[src/ulm_consts.svh]
// Register offsets, field positions, reset values and counts of the
// line and modem status block.
// Assumes it is included by its bare name wherever the constants are used.
`ifndef ULM_CONSTS_SVH
`define ULM_CONSTS_SVH

// Register offsets on the host port.
`define ULM_OFS_DATA 4'h0
`define ULM_OFS_IE 4'h1
`define ULM_OFS_MC 4'h4
`define ULM_OFS_LS 4'h5
`define ULM_OFS_MS 4'h6
`define ULM_OFS_SP 4'h7
`define ULM_OFS_FC 4'h8
`define ULM_OFS_EF 4'h9

// Interrupt enable bits.
`define ULM_IE_THR 1
`define ULM_IE_LS 2
`define ULM_IE_MS 3

// Modem control bits.
`define ULM_MC_DTR 0
`define ULM_MC_RTS 1
`define ULM_MC_SEL 2
`define ULM_MC_OUT3 3
`define ULM_MC_LOOP 4
`define ULM_MC_PRE 7

// Feature control and enhanced feature bits.
`define ULM_FC_485 5
`define ULM_EF_ENH 4
`define ULM_EF_ACTS 7

// Reset values.
`define ULM_REG_RST 8'h00
`define ULM_SP_RST 8'hFF

// Last count of the divide-by-four prescaler.
`define ULM_PRE_LAST 2'h3

`endif

[src/ulm_status_pad.sv]
`timescale 1ns/1ps

[src/ulm_pkg.sv]
// Types shared by the line and modem status block and its neighbours.
// Assumes the receiver and transmitter cores use these carriers.
package ulm_pkg;

	// One finished character from the receiver core.
	typedef struct packed {
		logic done;
		logic [7:0] data;
		logic par_err;
		logic frm_err;
		logic brk;
	} ulm_rx_evt_t;

	// Status of the transmitter core.
	typedef struct packed {
		logic take;
		logic busy;
		logic shift_done;
		logic bit_tick;
	} ulm_tx_stat_t;

	// Active-low modem inputs.
	typedef struct packed {
		logic cts_n;
		logic dsr_n;
		logic ri_n;
		logic cd_n;
	} ulm_modem_in_t;

	// One word held in the receive FIFO.
	typedef struct packed {
		logic par;
		logic frm;
		logic brk;
		logic [7:0] data;
	} ulm_rx_word_t;

	// Direction states of the half-duplex RTS control.
	typedef enum logic [1:0] {
		RTS_IDLE,
		RTS_SEND,
		RTS_HOLD
	} ulm_rts_state_t;

endpackage

[src/ulm_status.sv]
// Line status, modem status, receive FIFO, transmit holding byte,
// prescaler and half-duplex RTS control of one serial channel.
// Assumes a receiver core, a transmitter core and a host port on i_clk.
`timescale 1ns/1ps
`default_nettype none
`include "ulm_consts.svh"

// What this block does
// - Prescaler bit picks undivided or divide-by-four baud enable; default undivided.
// - Line status interrupt enable raises request while FIFO holds errored characters.
// - Data ready flag is high while any received character waits.
// - Character arriving at full FIFO sets overrun and is dropped.
// - Parity error flag belongs to the character at the FIFO head.
// - Framing error flag belongs to the character at the FIFO head.
// - Break loads one character and the flag holds until line idles.
// - Holding empty flag clears on host load, sets on transfer; can interrupt.
// - Transmitter empty flag is high only when holding and shifter are empty.
// - FIFO error summary is high while any stored character carries errors.
// - CTS, DSR and CD changes set delta flags; enable bit 3 interrupts.
// - RI delta sets only when RI input rises, ending the ring.
// - Auto CTS stops sending after current character while CTS input high and modem control bit 2 is clear.
// - Outside loopback status bits 4 to 7 are inverted modem inputs.
// - In loopback status bits 4 to 7 mirror modem control RTS, DTR, 2, 3.
// - Auto RS-485 delays RTS turnaround by zero to fifteen bit times.
// - Turnaround delay field is writable only while enhanced enable is set.
// - Scratch register is eight bits and resets to all ones.
// - Auto RS-485 drives RTS low after last stop bit, high on load.
// - Modem control loopback bit selects local loopback; default normal.
module ulm_status #(
	parameter int RX_DEPTH = 64
) (
	// Clock and reset.
	input wire logic i_clk,
	input wire logic i_arst_n,
	// Host register port.
	input wire logic [3:0] i_addr,
	input wire logic [7:0] i_wdata,
	input wire logic i_we,
	input wire logic i_re,
	output logic [7:0] o_rdata,
	// Receiver core.
	input wire ulm_pkg::ulm_rx_evt_t i_rx,
	input wire logic i_rx_line,
	// Transmitter core.
	input wire ulm_pkg::ulm_tx_stat_t i_tx,
	output logic o_tx_valid,
	output logic [7:0] o_tx_data,
	// Modem lines.
	input wire ulm_pkg::ulm_modem_in_t i_modem,
	output logic o_rts_n,
	output logic o_dtr_n,
	output logic o_loopback,
	// Baud enable and interrupt requests.
	output logic o_baud_en,
	output logic o_line_irq,
	output logic o_thr_irq,
	output logic o_modem_irq
);
	import ulm_pkg::*;

	localparam int AW = $clog2(RX_DEPTH);
	localparam logic [AW:0] FULL_CNT = (AW+1)'(RX_DEPTH);

	logic [7:0] ie_r, mc_r, fc_r, ef_r, sp_r;
	logic [3:0] dly_r;
	logic [1:0] pre_cnt_r;
	ulm_rx_word_t mem [RX_DEPTH];
	logic [AW-1:0] wr_ptr_r, rd_ptr_r;
	logic [AW:0] cnt_r, err_cnt_r;
	logic ovr_r, brk_hold_r;
	logic thr_full_r, thr_full_nxt;
	logic [7:0] thr_r;
	logic [3:0] ms_prev_r, delta_r, ms_now, chg;
	logic prev_ok_r;
	ulm_rts_state_t rts_st_r, rts_st_nxt;
	logic [3:0] hold_cnt_r;
	ulm_rx_word_t head;
	logic wr, rd, empty, full, push, pop, push_err, pop_err;
	logic cts_stop, auto485, tsr_empty;
	logic [7:0] ls_val, rd_nxt;

	// Access decode and FIFO status.
	assign wr = i_we;
	assign rd = i_re;
	assign empty = (cnt_r == '0);
	assign full = (cnt_r == FULL_CNT);
	assign head = mem[rd_ptr_r];
	assign auto485 = fc_r[`ULM_FC_485];

	// Only one break character enters while the line stays low.
	assign push = i_rx.done && !full &&
		!(i_rx.brk && brk_hold_r);
	assign pop = rd && (i_addr == `ULM_OFS_DATA) && !empty;
	assign push_err = push && (i_rx.par_err || i_rx.frm_err || i_rx.brk);
	assign pop_err = pop && (head.par || head.frm || head.brk);

	// Control registers; upper modem control bits need enhanced enable.
	always_ff @(posedge i_clk or negedge i_arst_n) begin
		if (!i_arst_n) begin
			ie_r <= `ULM_REG_RST;
			mc_r <= `ULM_REG_RST;
			fc_r <= `ULM_REG_RST;
			ef_r <= `ULM_REG_RST;
		end else if (wr) begin
			case (i_addr)
				`ULM_OFS_IE: ie_r <= i_wdata;
				`ULM_OFS_MC: begin
					if (ef_r[`ULM_EF_ENH]) begin
						mc_r <= i_wdata;
					end else begin
						mc_r <= {mc_r[7:5], i_wdata[4:0]};
					end
				end
				`ULM_OFS_FC: fc_r <= i_wdata;
				`ULM_OFS_EF: ef_r <= i_wdata;
				default: ;
			endcase
		end
	end

	// Scratch pad, all ones after reset.
	always_ff @(posedge i_clk or negedge i_arst_n) begin
		if (!i_arst_n) begin
			sp_r <= `ULM_SP_RST;
		end else if (wr && (i_addr == `ULM_OFS_SP)) begin
			sp_r <= i_wdata;
		end
	end

	// Write-only turnaround delay, shares the modem status offset.
	always_ff @(posedge i_clk or negedge i_arst_n) begin
		if (!i_arst_n) begin
			dly_r <= 4'h0;
		end else if (wr && (i_addr == `ULM_OFS_MS) &&
			ef_r[`ULM_EF_ENH]) begin
			dly_r <= i_wdata[7:4];
		end
	end

	// Prescaler: every cycle, or one cycle in four.
	always_ff @(posedge i_clk or negedge i_arst_n) begin
		if (!i_arst_n) begin
			pre_cnt_r <= 2'h0;
			o_baud_en <= 1'b0;
		end else begin
			pre_cnt_r <= pre_cnt_r + 2'h1;
			if (mc_r[`ULM_MC_PRE]) begin
				o_baud_en <= (pre_cnt_r == `ULM_PRE_LAST);
			end else begin
				o_baud_en <= 1'b1;
			end
		end
	end

	// Receive FIFO storage; RX_DEPTH must be a power of two.
	always_ff @(posedge i_clk) begin
		if (push) begin
			mem[wr_ptr_r] <= '{par: i_rx.par_err, frm: i_rx.frm_err,
				brk: i_rx.brk, data: i_rx.data};
		end
	end

	// Receive FIFO pointers and counts; overflow leaves contents intact.
	always_ff @(posedge i_clk or negedge i_arst_n) begin
		if (!i_arst_n) begin
			wr_ptr_r <= '0;
			rd_ptr_r <= '0;
			cnt_r <= '0;
		end else begin
			if (push) begin
				wr_ptr_r <= wr_ptr_r + 1'b1;
			end
			if (pop) begin
				rd_ptr_r <= rd_ptr_r + 1'b1;
			end
			case ({push, pop})
				2'b10: cnt_r <= cnt_r + 1'b1;
				2'b01: cnt_r <= cnt_r - 1'b1;
				default: ;
			endcase
		end
	end

	// Count of stored characters that carry an error.
	always_ff @(posedge i_clk or negedge i_arst_n) begin
		if (!i_arst_n) begin
			err_cnt_r <= '0;
		end else begin
			case ({push_err, pop_err})
				2'b10: err_cnt_r <= err_cnt_r + 1'b1;
				2'b01: err_cnt_r <= err_cnt_r - 1'b1;
				default: ;
			endcase
		end
	end

	// Overrun is sticky until line status is read; a new one wins.
	always_ff @(posedge i_clk or negedge i_arst_n) begin
		if (!i_arst_n) begin
			ovr_r <= 1'b0;
		end else if (i_rx.done && full) begin
			ovr_r <= 1'b1;
		end else if (rd && (i_addr == `ULM_OFS_LS)) begin
			ovr_r <= 1'b0;
		end
	end

	// Break hold lasts until the receive line is back at mark.
	always_ff @(posedge i_clk or negedge i_arst_n) begin
		if (!i_arst_n) begin
			brk_hold_r <= 1'b0;
		end else if (i_rx.done && i_rx.brk) begin
			brk_hold_r <= 1'b1;
		end else if (i_rx_line) begin
			brk_hold_r <= 1'b0;
		end
	end

	// Transmit holding byte; auto CTS holds back the next character.
	assign cts_stop = ef_r[`ULM_EF_ACTS] && !mc_r[`ULM_MC_SEL] &&
		i_modem.cts_n;
	assign thr_full_nxt = (wr && (i_addr == `ULM_OFS_DATA)) ||
		(thr_full_r && !i_tx.take);
	assign tsr_empty = !thr_full_r && !i_tx.busy;

	always_ff @(posedge i_clk or negedge i_arst_n) begin
		if (!i_arst_n) begin
			thr_full_r <= 1'b0;
			thr_r <= 8'h00;
			o_tx_valid <= 1'b0;
			o_tx_data <= 8'h00;
		end else begin
			thr_full_r <= thr_full_nxt;
			if (wr && (i_addr == `ULM_OFS_DATA)) begin
				thr_r <= i_wdata;
				o_tx_data <= i_wdata;
			end
			o_tx_valid <= thr_full_nxt && !cts_stop;
		end
	end

	// Modem status bits, from pins or from modem control in loopback.
	always_comb begin
		if (mc_r[`ULM_MC_LOOP]) begin
			ms_now = {mc_r[`ULM_MC_OUT3], mc_r[`ULM_MC_SEL],
				mc_r[`ULM_MC_DTR], mc_r[`ULM_MC_RTS]};
		end else begin
			ms_now = ~{i_modem.cd_n, i_modem.ri_n,
				i_modem.dsr_n, i_modem.cts_n};
		end
	end

	// RI counts only when its status bit falls, the pin rising.
	assign chg[0] = prev_ok_r && (ms_now[0] != ms_prev_r[0]);
	assign chg[1] = prev_ok_r && (ms_now[1] != ms_prev_r[1]);
	assign chg[2] = prev_ok_r && ms_prev_r[2] && !ms_now[2];
	assign chg[3] = prev_ok_r && (ms_now[3] != ms_prev_r[3]);

	// Delta flags clear on a status read unless a change lands with it.
	always_ff @(posedge i_clk or negedge i_arst_n) begin
		if (!i_arst_n) begin
			ms_prev_r <= 4'h0;
			prev_ok_r <= 1'b0;
			delta_r <= 4'h0;
		end else begin
			ms_prev_r <= ms_now;
			prev_ok_r <= 1'b1;
			if (rd && (i_addr == `ULM_OFS_MS)) begin
				delta_r <= chg;
			end else begin
				delta_r <= delta_r | chg;
			end
		end
	end

	// Half-duplex direction control.
	always_comb begin
		rts_st_nxt = rts_st_r;
		case (rts_st_r)
			RTS_IDLE: begin
				if (thr_full_r) begin
					rts_st_nxt = RTS_SEND;
				end
			end
			RTS_SEND: begin
				if (i_tx.shift_done && !thr_full_r) begin
					if (dly_r == 4'h0) begin
						rts_st_nxt = RTS_IDLE;
					end else begin
						rts_st_nxt = RTS_HOLD;
					end
				end
			end
			RTS_HOLD: begin
				if (thr_full_r) begin
					rts_st_nxt = RTS_SEND;
				end else if (i_tx.bit_tick && hold_cnt_r == 4'h1) begin
					rts_st_nxt = RTS_IDLE;
				end
			end
			default: rts_st_nxt = RTS_IDLE;
		endcase
	end

	// Turnaround state, bit-time counter and modem outputs.
	always_ff @(posedge i_clk or negedge i_arst_n) begin
		if (!i_arst_n) begin
			rts_st_r <= RTS_IDLE;
			hold_cnt_r <= 4'h0;
			o_rts_n <= 1'b1;
			o_dtr_n <= 1'b1;
			o_loopback <= 1'b0;
		end else begin
			rts_st_r <= rts_st_nxt;
			if (rts_st_r != RTS_HOLD) begin
				hold_cnt_r <= dly_r;
			end else if (i_tx.bit_tick) begin
				hold_cnt_r <= hold_cnt_r - 4'h1;
			end
			if (auto485) begin
				o_rts_n <= (rts_st_nxt != RTS_IDLE);
			end else begin
				o_rts_n <= !mc_r[`ULM_MC_RTS];
			end
			o_dtr_n <= !mc_r[`ULM_MC_DTR];
			o_loopback <= mc_r[`ULM_MC_LOOP];
		end
	end

	// Line status word.
	assign ls_val = {(err_cnt_r != '0),
		tsr_empty,
		!thr_full_r,
		(head.brk && !empty) || brk_hold_r,
		head.frm && !empty,
		head.par && !empty,
		ovr_r,
		!empty};

	// Read data multiplexer; unmapped offsets read zero.
	always_comb begin
		case (i_addr)
			`ULM_OFS_DATA: rd_nxt = empty ? 8'h00 : head.data;
			`ULM_OFS_IE: rd_nxt = ie_r;
			`ULM_OFS_MC: rd_nxt = mc_r;
			`ULM_OFS_LS: rd_nxt = ls_val;
			`ULM_OFS_MS: rd_nxt = {ms_now, delta_r};
			`ULM_OFS_SP: rd_nxt = sp_r;
			`ULM_OFS_FC: rd_nxt = fc_r;
			`ULM_OFS_EF: rd_nxt = ef_r;
			default: rd_nxt = 8'h00;
		endcase
	end

	// Read data stand only in the cycle after the strobe.
	always_ff @(posedge i_clk or negedge i_arst_n) begin
		if (!i_arst_n) begin
			o_rdata <= 8'h00;
		end else if (rd) begin
			o_rdata <= rd_nxt;
		end else begin
			o_rdata <= 8'h00;
		end
	end

	// Interrupt requests; auto RS-485 moves the transmit one to shift empty.
	always_ff @(posedge i_clk or negedge i_arst_n) begin
		if (!i_arst_n) begin
			o_line_irq <= 1'b0;
			o_thr_irq <= 1'b0;
			o_modem_irq <= 1'b0;
		end else begin
			o_line_irq <= ie_r[`ULM_IE_LS] &&
				((err_cnt_r != '0) || ovr_r);
			o_thr_irq <= ie_r[`ULM_IE_THR] &&
				(auto485 ? tsr_empty : !thr_full_r);
			o_modem_irq <= ie_r[`ULM_IE_MS] && (delta_r != 4'h0);
		end
	end

	property p_pre_div;
		@(posedge i_clk) disable iff (!i_arst_n)
		mc_r[`ULM_MC_PRE] && pre_cnt_r != `ULM_PRE_LAST |=> !o_baud_en;
	endproperty
	a_pre_div: assert property (p_pre_div) else $error("prescaler early");

	property p_line_irq;
		@(posedge i_clk) disable iff (!i_arst_n)
		ie_r[`ULM_IE_LS] && err_cnt_r != '0 |=> o_line_irq;
	endproperty
	a_line_irq: assert property (p_line_irq) else $error("no line irq");

	property p_ready;
		@(posedge i_clk) disable iff (!i_arst_n)
		rd && i_addr == `ULM_OFS_LS |=> o_rdata[0] == $past(!empty);
	endproperty
	a_ready: assert property (p_ready) else $error("bad data ready");

	property p_overrun;
		@(posedge i_clk) disable iff (!i_arst_n)
		i_rx.done && full && !pop |=> ovr_r && full && $stable(wr_ptr_r);
	endproperty
	a_overrun: assert property (p_overrun) else $error("bad overrun");

	property p_err_sum;
		@(posedge i_clk) disable iff (!i_arst_n)
		rd && i_addr == `ULM_OFS_LS |=> o_rdata[7] == $past(err_cnt_r != '0);
	endproperty
	a_err_sum: assert property (p_err_sum) else $error("bad error sum");

	property p_cts_delta;
		@(posedge i_clk) disable iff (!i_arst_n)
		chg[0] |=> delta_r[0];
	endproperty
	a_cts_delta: assert property (p_cts_delta) else $error("lost cts");

	property p_ri_rise;
		@(posedge i_clk) disable iff (!i_arst_n)
		prev_ok_r && !ms_prev_r[2] && ms_now[2] && !delta_r[2] |=> !delta_r[2];
	endproperty
	a_ri_rise: assert property (p_ri_rise) else $error("ri wrong edge");

	property p_acts;
		@(posedge i_clk) disable iff (!i_arst_n)
		cts_stop |=> !o_tx_valid;
	endproperty
	a_acts: assert property (p_acts) else $error("sent under cts");

	property p_loop;
		@(posedge i_clk) disable iff (!i_arst_n)
		rd && i_addr == `ULM_OFS_MS && mc_r[`ULM_MC_LOOP] |=>
			o_rdata[4] == $past(mc_r[`ULM_MC_RTS]);
	endproperty
	a_loop: assert property (p_loop) else $error("bad loopback");

	property p_dly_lock;
		@(posedge i_clk) disable iff (!i_arst_n)
		!(wr && i_addr == `ULM_OFS_MS && ef_r[`ULM_EF_ENH]) |=> $stable(dly_r);
	endproperty
	a_dly_lock: assert property (p_dly_lock) else $error("delay changed");

	property p_rts_up;
		@(posedge i_clk) disable iff (!i_arst_n)
		auto485 && rts_st_r == RTS_IDLE && thr_full_r |=> o_rts_n;
	endproperty
	a_rts_up: assert property (p_rts_up) else $error("rts not raised");

endmodule
`default_nettype wire

[config.mk]
export PLATFORM = sky130hd
export DESIGN_NAME = ulm_status
export DESIGN_NICKNAME = d
export VERILOG_FILES = /design/src/ulm_status_pad.sv /design/src/ulm_pkg.sv /design/src/ulm_status.sv
export VERILOG_INCLUDE_DIRS = /design/src
export SDC_FILE = /design/constraint.sdc
export NUM_CORES = 1
export LEC_CHECK = 0
export ABC_AREA = 1
export BUFFER_PORTS_ARGS = -buffer_cell sky130_fd_sc_hd__buf_2
export CAP_MARGIN = 20
export CORE_ASPECT_RATIO = 1.2
export CORE_MARGIN = 10
export CORE_UTILIZATION = 60
export CTS_BUF_LIST = sky130_fd_sc_hd__clkbuf_16
export DETAILED_ROUTE_END_ITERATION = 8
export PLACE_DENSITY_LB_ADDON = 0.08
export SYNTH_ARGS = -nofsm -noshare
export SYNTH_HDL_FRONTEND = slang
export SYNTH_SLANG_ARGS = --single-unit
[constraint.sdc]
create_clock -name i_clk -period 5.04 [get_ports i_clk]
set_input_delay 0.252 -clock i_clk [delete_from_list [all_inputs] [get_ports i_clk]]
set_output_delay 0.252 -clock i_clk [all_outputs]
set_load 0.05 [all_outputs]
==> metrics.md <==
| Metric | Value |
|---|---|
| Buffers on Ports | 60 |
| Status | completed |
| Final core occ | 0.679 |
| Critical path class | reg2reg |
| Routed WL | 86.7 mm |
| DIE AREA | roughly 0.067 mm2 |
| Reg clk slew, reported paths | 60 ps |
| Mapped Cells | 3064 |
| Synth Area in XOR/XNOR | 0.00488 |
| Yosys reg bits | 818 |
| Max clock buf depth | 3 |
| Synth area leaders | edfxtp_1 (62%), nand2_1 (8.1%), dfrtp_1 (7.6%), nor2_1 (4.9%), nand3_1 (3.9%) |
| Post-synthesis cell area | ~0.034 mm2 |
| Final Critical Period | between 4000 and 5000 ps |
| Worst-Skew Late Latency | between 600 and 700 ps |
| HPWL after detailed placement | between 50 and 60 mm |
| Pre-antenna DRT Iters | 6 |
| CTS tree | yes |
| GR Util All Layers | 0.259 |
| Total negative slack | 0 ps |
| Sequential share of power | 0.399 |
| PwrDens | 527 mW/mm2 |
| Largest area contributor in the netlist | edfxtp_1 |
| Clk pwr share | 0.304 |
| Leak | about 0.014 uW |
| CTS buffer count | 82 |
| CORE AREA | 0.0561 mm2 |
| First-pass GRT wire length | approximately 130 mm |
| Simple-gate share of the synthesized area | 0.176 |
| Io pins | 61 |
| Main combinational cell family by area after synthesis | simple AND/OR/NAND/NOR gates |
| Layout cell share with drive strength beyond 1 | 0.0888 |
| Syn nets | 3120 |
| H-tree depth | 3 |
| Vias in the first global route | approximately 22k |
| Fmax | approximately 0.22 GHz |
| Post-synth EDFFs | slightly above 700 |
| Pin count of the biggest net entering global routing | 184 |
| Async SR Flop Fraction | 0.139 |
| Initial Util | 0.607 |
| Switch Pwr | 7040 uW |
| Internal power | approximately 13000 uW |
| Unrepaired setup endpoints after global routing | false |
| Synthesis-to-finish area growth | 11.9% |
| Die X | about 240 um |
| Via density | between 5 and 6 |
| Gate power share | 0.297 |
| Total grt overflow | 0 |
| Post-CTS setup-driven buffer insertion count | 0 |
| Max Slew Vio Count | 0 |
| Synth Area in Compound Gates | 0.0658 |
| CTS root buf | clkbuf_16 |
| Crit share post-route | 0.892 |
| WP data required | 5540 ps |
| CTS sink count | 818 |
| Post-synth top area share | 0.621 |
| Max_cap viols | 0 |
| Wire per inst | 22.0 um |
| Mux contribution to synthesized area | 0 |
| Initial antenna violation count | 1 |
| Fraction of the mapped netlist area in adder cells | 0.00742 |
| Crit Path Max Fanout | 96 |
| Iter 0 DRT Violations | approximately 2.6k |
| Row cnt | 95 |
| Remaining DRCs | 0 |
| Switching share of power | 0.351 |
| Fin. Hold Viols | 0 |
| Gpl congestion | 0.917 |
| Die height | 281 um |
| Setup violators final | 0 |
| # nets final | around 3.2k |
| Peak VDD IR | 0.383 mV |
| Top post-synthesis cells by count | nand2_1 (732), edfxtp_1 (704), nor2_1 (447) |
| Syn Area/Cell | 11.1 um2 |
| Final clock skew | 19.5 ps |
| Worst slew margin | 0.243 |
| CP Launch Type | flop |
| CP Capture Type | flop |
| Critical path data arrival time | 4990 ps |
| Most frequent cell after synthesis | nand2_1 |
| Final ANT Viol Nets | 0 |
| Ys Warns | 0 |
| Actual slew at the worst max-slew pin | 1130 ps |
| Worst hold-check path type | in2reg |
| DR vias | approximately 23k |
| Post-synthesis sequential area ratio | 0.705 |
| Ys flop type | edfxtp_1 |
| Yosys cell types | 43 |
==> power groups by stage <==
| stage | logic, uW | clock network (uW) | registers [uW] |
|---|---|---|---|
| 2_1_floorplan | 4010 | 0 | 8170 |
| 3_3_place_gp | 5770 | 0 | 8120 |
| 3_5_place_dp | 5880 | 0 | 8140 |
| 4_1_cts | 5930 | 6200 | 8010 |
| 5_1_grt | 6570 | 6470 | 8050 |
| 6_report | 5960 | 6120 | 8010 |
==> repair_timing <==
action | 4_1_cts | 5_1_grt
hold endpoints to repair | 95 | 0
hold buffers | 18 | 0
resized for setup | 0 | 0
endpoints found under the setup margin | 0 | 0
==> logic make-up (layout without fill, tap and decap cells) <==
kind of cell | Yosys count | in the layout
xor gates and xnor gates | 19 | 19
DFF | 818 | 818
AOI/OAI and AO/OA | 406 | 406
other | 1 | 2
buffers and inverters | 320 | 476
and+or+nand+nor | 1481 | 1481
adders and majority gates | 19 | 19
==> registers in the layout (all words and copies together), names as in the netlist, 4 cells and up <==
signal      cells
mem           704
ef_r            8
fc_r            8
ie_r            8
mc_r            8
o_rdata         8
o_tx_data       8
sp_r            8
cnt_r           7
err_cnt_r       7
rd_ptr_r        6
wr_ptr_r        6
delta_r         4
dly_r           4
hold_cnt_r      4
ms_prev_r       4
==> final cells by class <==
type	instances	area [um2]
diodes	1	2.50
clock buffers	85	2130
clock inverters	65	582
fillers	4218	18000
inverters	166	633
multi-input cells	1926	8660
flip-flops and latches	818	24000
well taps	727	910
repair buffers	160	1190
==> critical path, stage by stage, from the launching register on <==
cell and delay [ps]:
dfrtp_4 540, inv_8 460, buf_4 310, nand2_1 70
nand2_1 60, nand2_1 50, a21oi_1 210, nor2_1 80
nand2_1 170, nand3_1 90, nand2_1 110, nor3_1 60
nor2_1 250, ha_1 390, inv_1 100, fa_1 420
o31ai_1 380, nand2_1 130, nand2_1 90, a21oi_1 80
xor2_1 150, nand2_1 60, o21ai_0 70
==> through the flow <==
stage	power, uW	hold WS, ps	setup slack (ps)	cells	cell area (um2)
after detailed placement	14000	418	699	3772	35200
final	20100	27.7	546	3948	38100
after CTS	20100	2.72	661	3940	38000
after global routing	21100	27.1	255	3947	38100
after global placement	13900	404	863	3771	35100
after floorplan	12200	-43.6	1920	3064	34100
==> layout by cell type (no fill, tap or decap), drive strengths merged <==
cell type / netlist / layout
nor3b: 1 / 1
dfrtp: 104 / 104
nor2: 449 / 449
o21ai: 262 / 262
a22oi: 2 / 2
dfstp: 10 / 10
edfxtp: 704 / 704
clkinv: 3 / 27
a21oi: 61 / 61
buf: 98 / 140
nand4: 13 / 13
o22ai: 5 / 5
o2bb2ai: 3 / 3
bufinv: 0 / 11
a22o: 2 / 2
o22a: 2 / 2
nand3: 263 / 263
inv: 163 / 187
fa: 2 / 2
nor3: 10 / 10
or2: 7 / 7
nand2: 732 / 732
xnor2: 6 / 6
xor2: 13 / 13
and3: 1 / 1
conb: 1 / 1
o2111ai: 1 / 1
o31ai: 5 / 5
dlygate4sd3: 0 / 18
o211ai: 57 / 57
clkinvlp: 0 / 6
a31oi: 1 / 1
a211oi: 5 / 5
clkbuf: 56 / 87
diode: 0 / 1
nor4: 5 / 5
ha: 17 / 17
==> path summary, 6_finish.rpt <==
path / start / slack, ps / depth (start not counted) / to
max in group asynchronous: i_arst_n / 3560 / 3 / cnt_r[1]
min reg2reg: pre_cnt_r[0] / 420 / 1 / pre_cnt_r[0]
max: rd_ptr_r[0] / 550 / 22 / err_cnt_r[6]
min in group asynchronous: i_arst_n / 290 / 2 / err_cnt_r[5]
min: i_wdata[0] / 30 / 3 / sp_r[0]
max reg2reg: rd_ptr_r[0] / 550 / 22 / err_cnt_r[6]
==> per-layer routing <==
metal / up-vias / share of wire / global-route usage
met3: 175 / 0.074 / 0.0377
met1: 11200 / 0.39 / 0.331
met4: 0 / 0.037 / 0.111
met2: 958 / 0.50 / 0.436
li1: 10700 / - / -
met5: - / 0 / 0
Note: power is estimated with default switching activity, not from simulation.
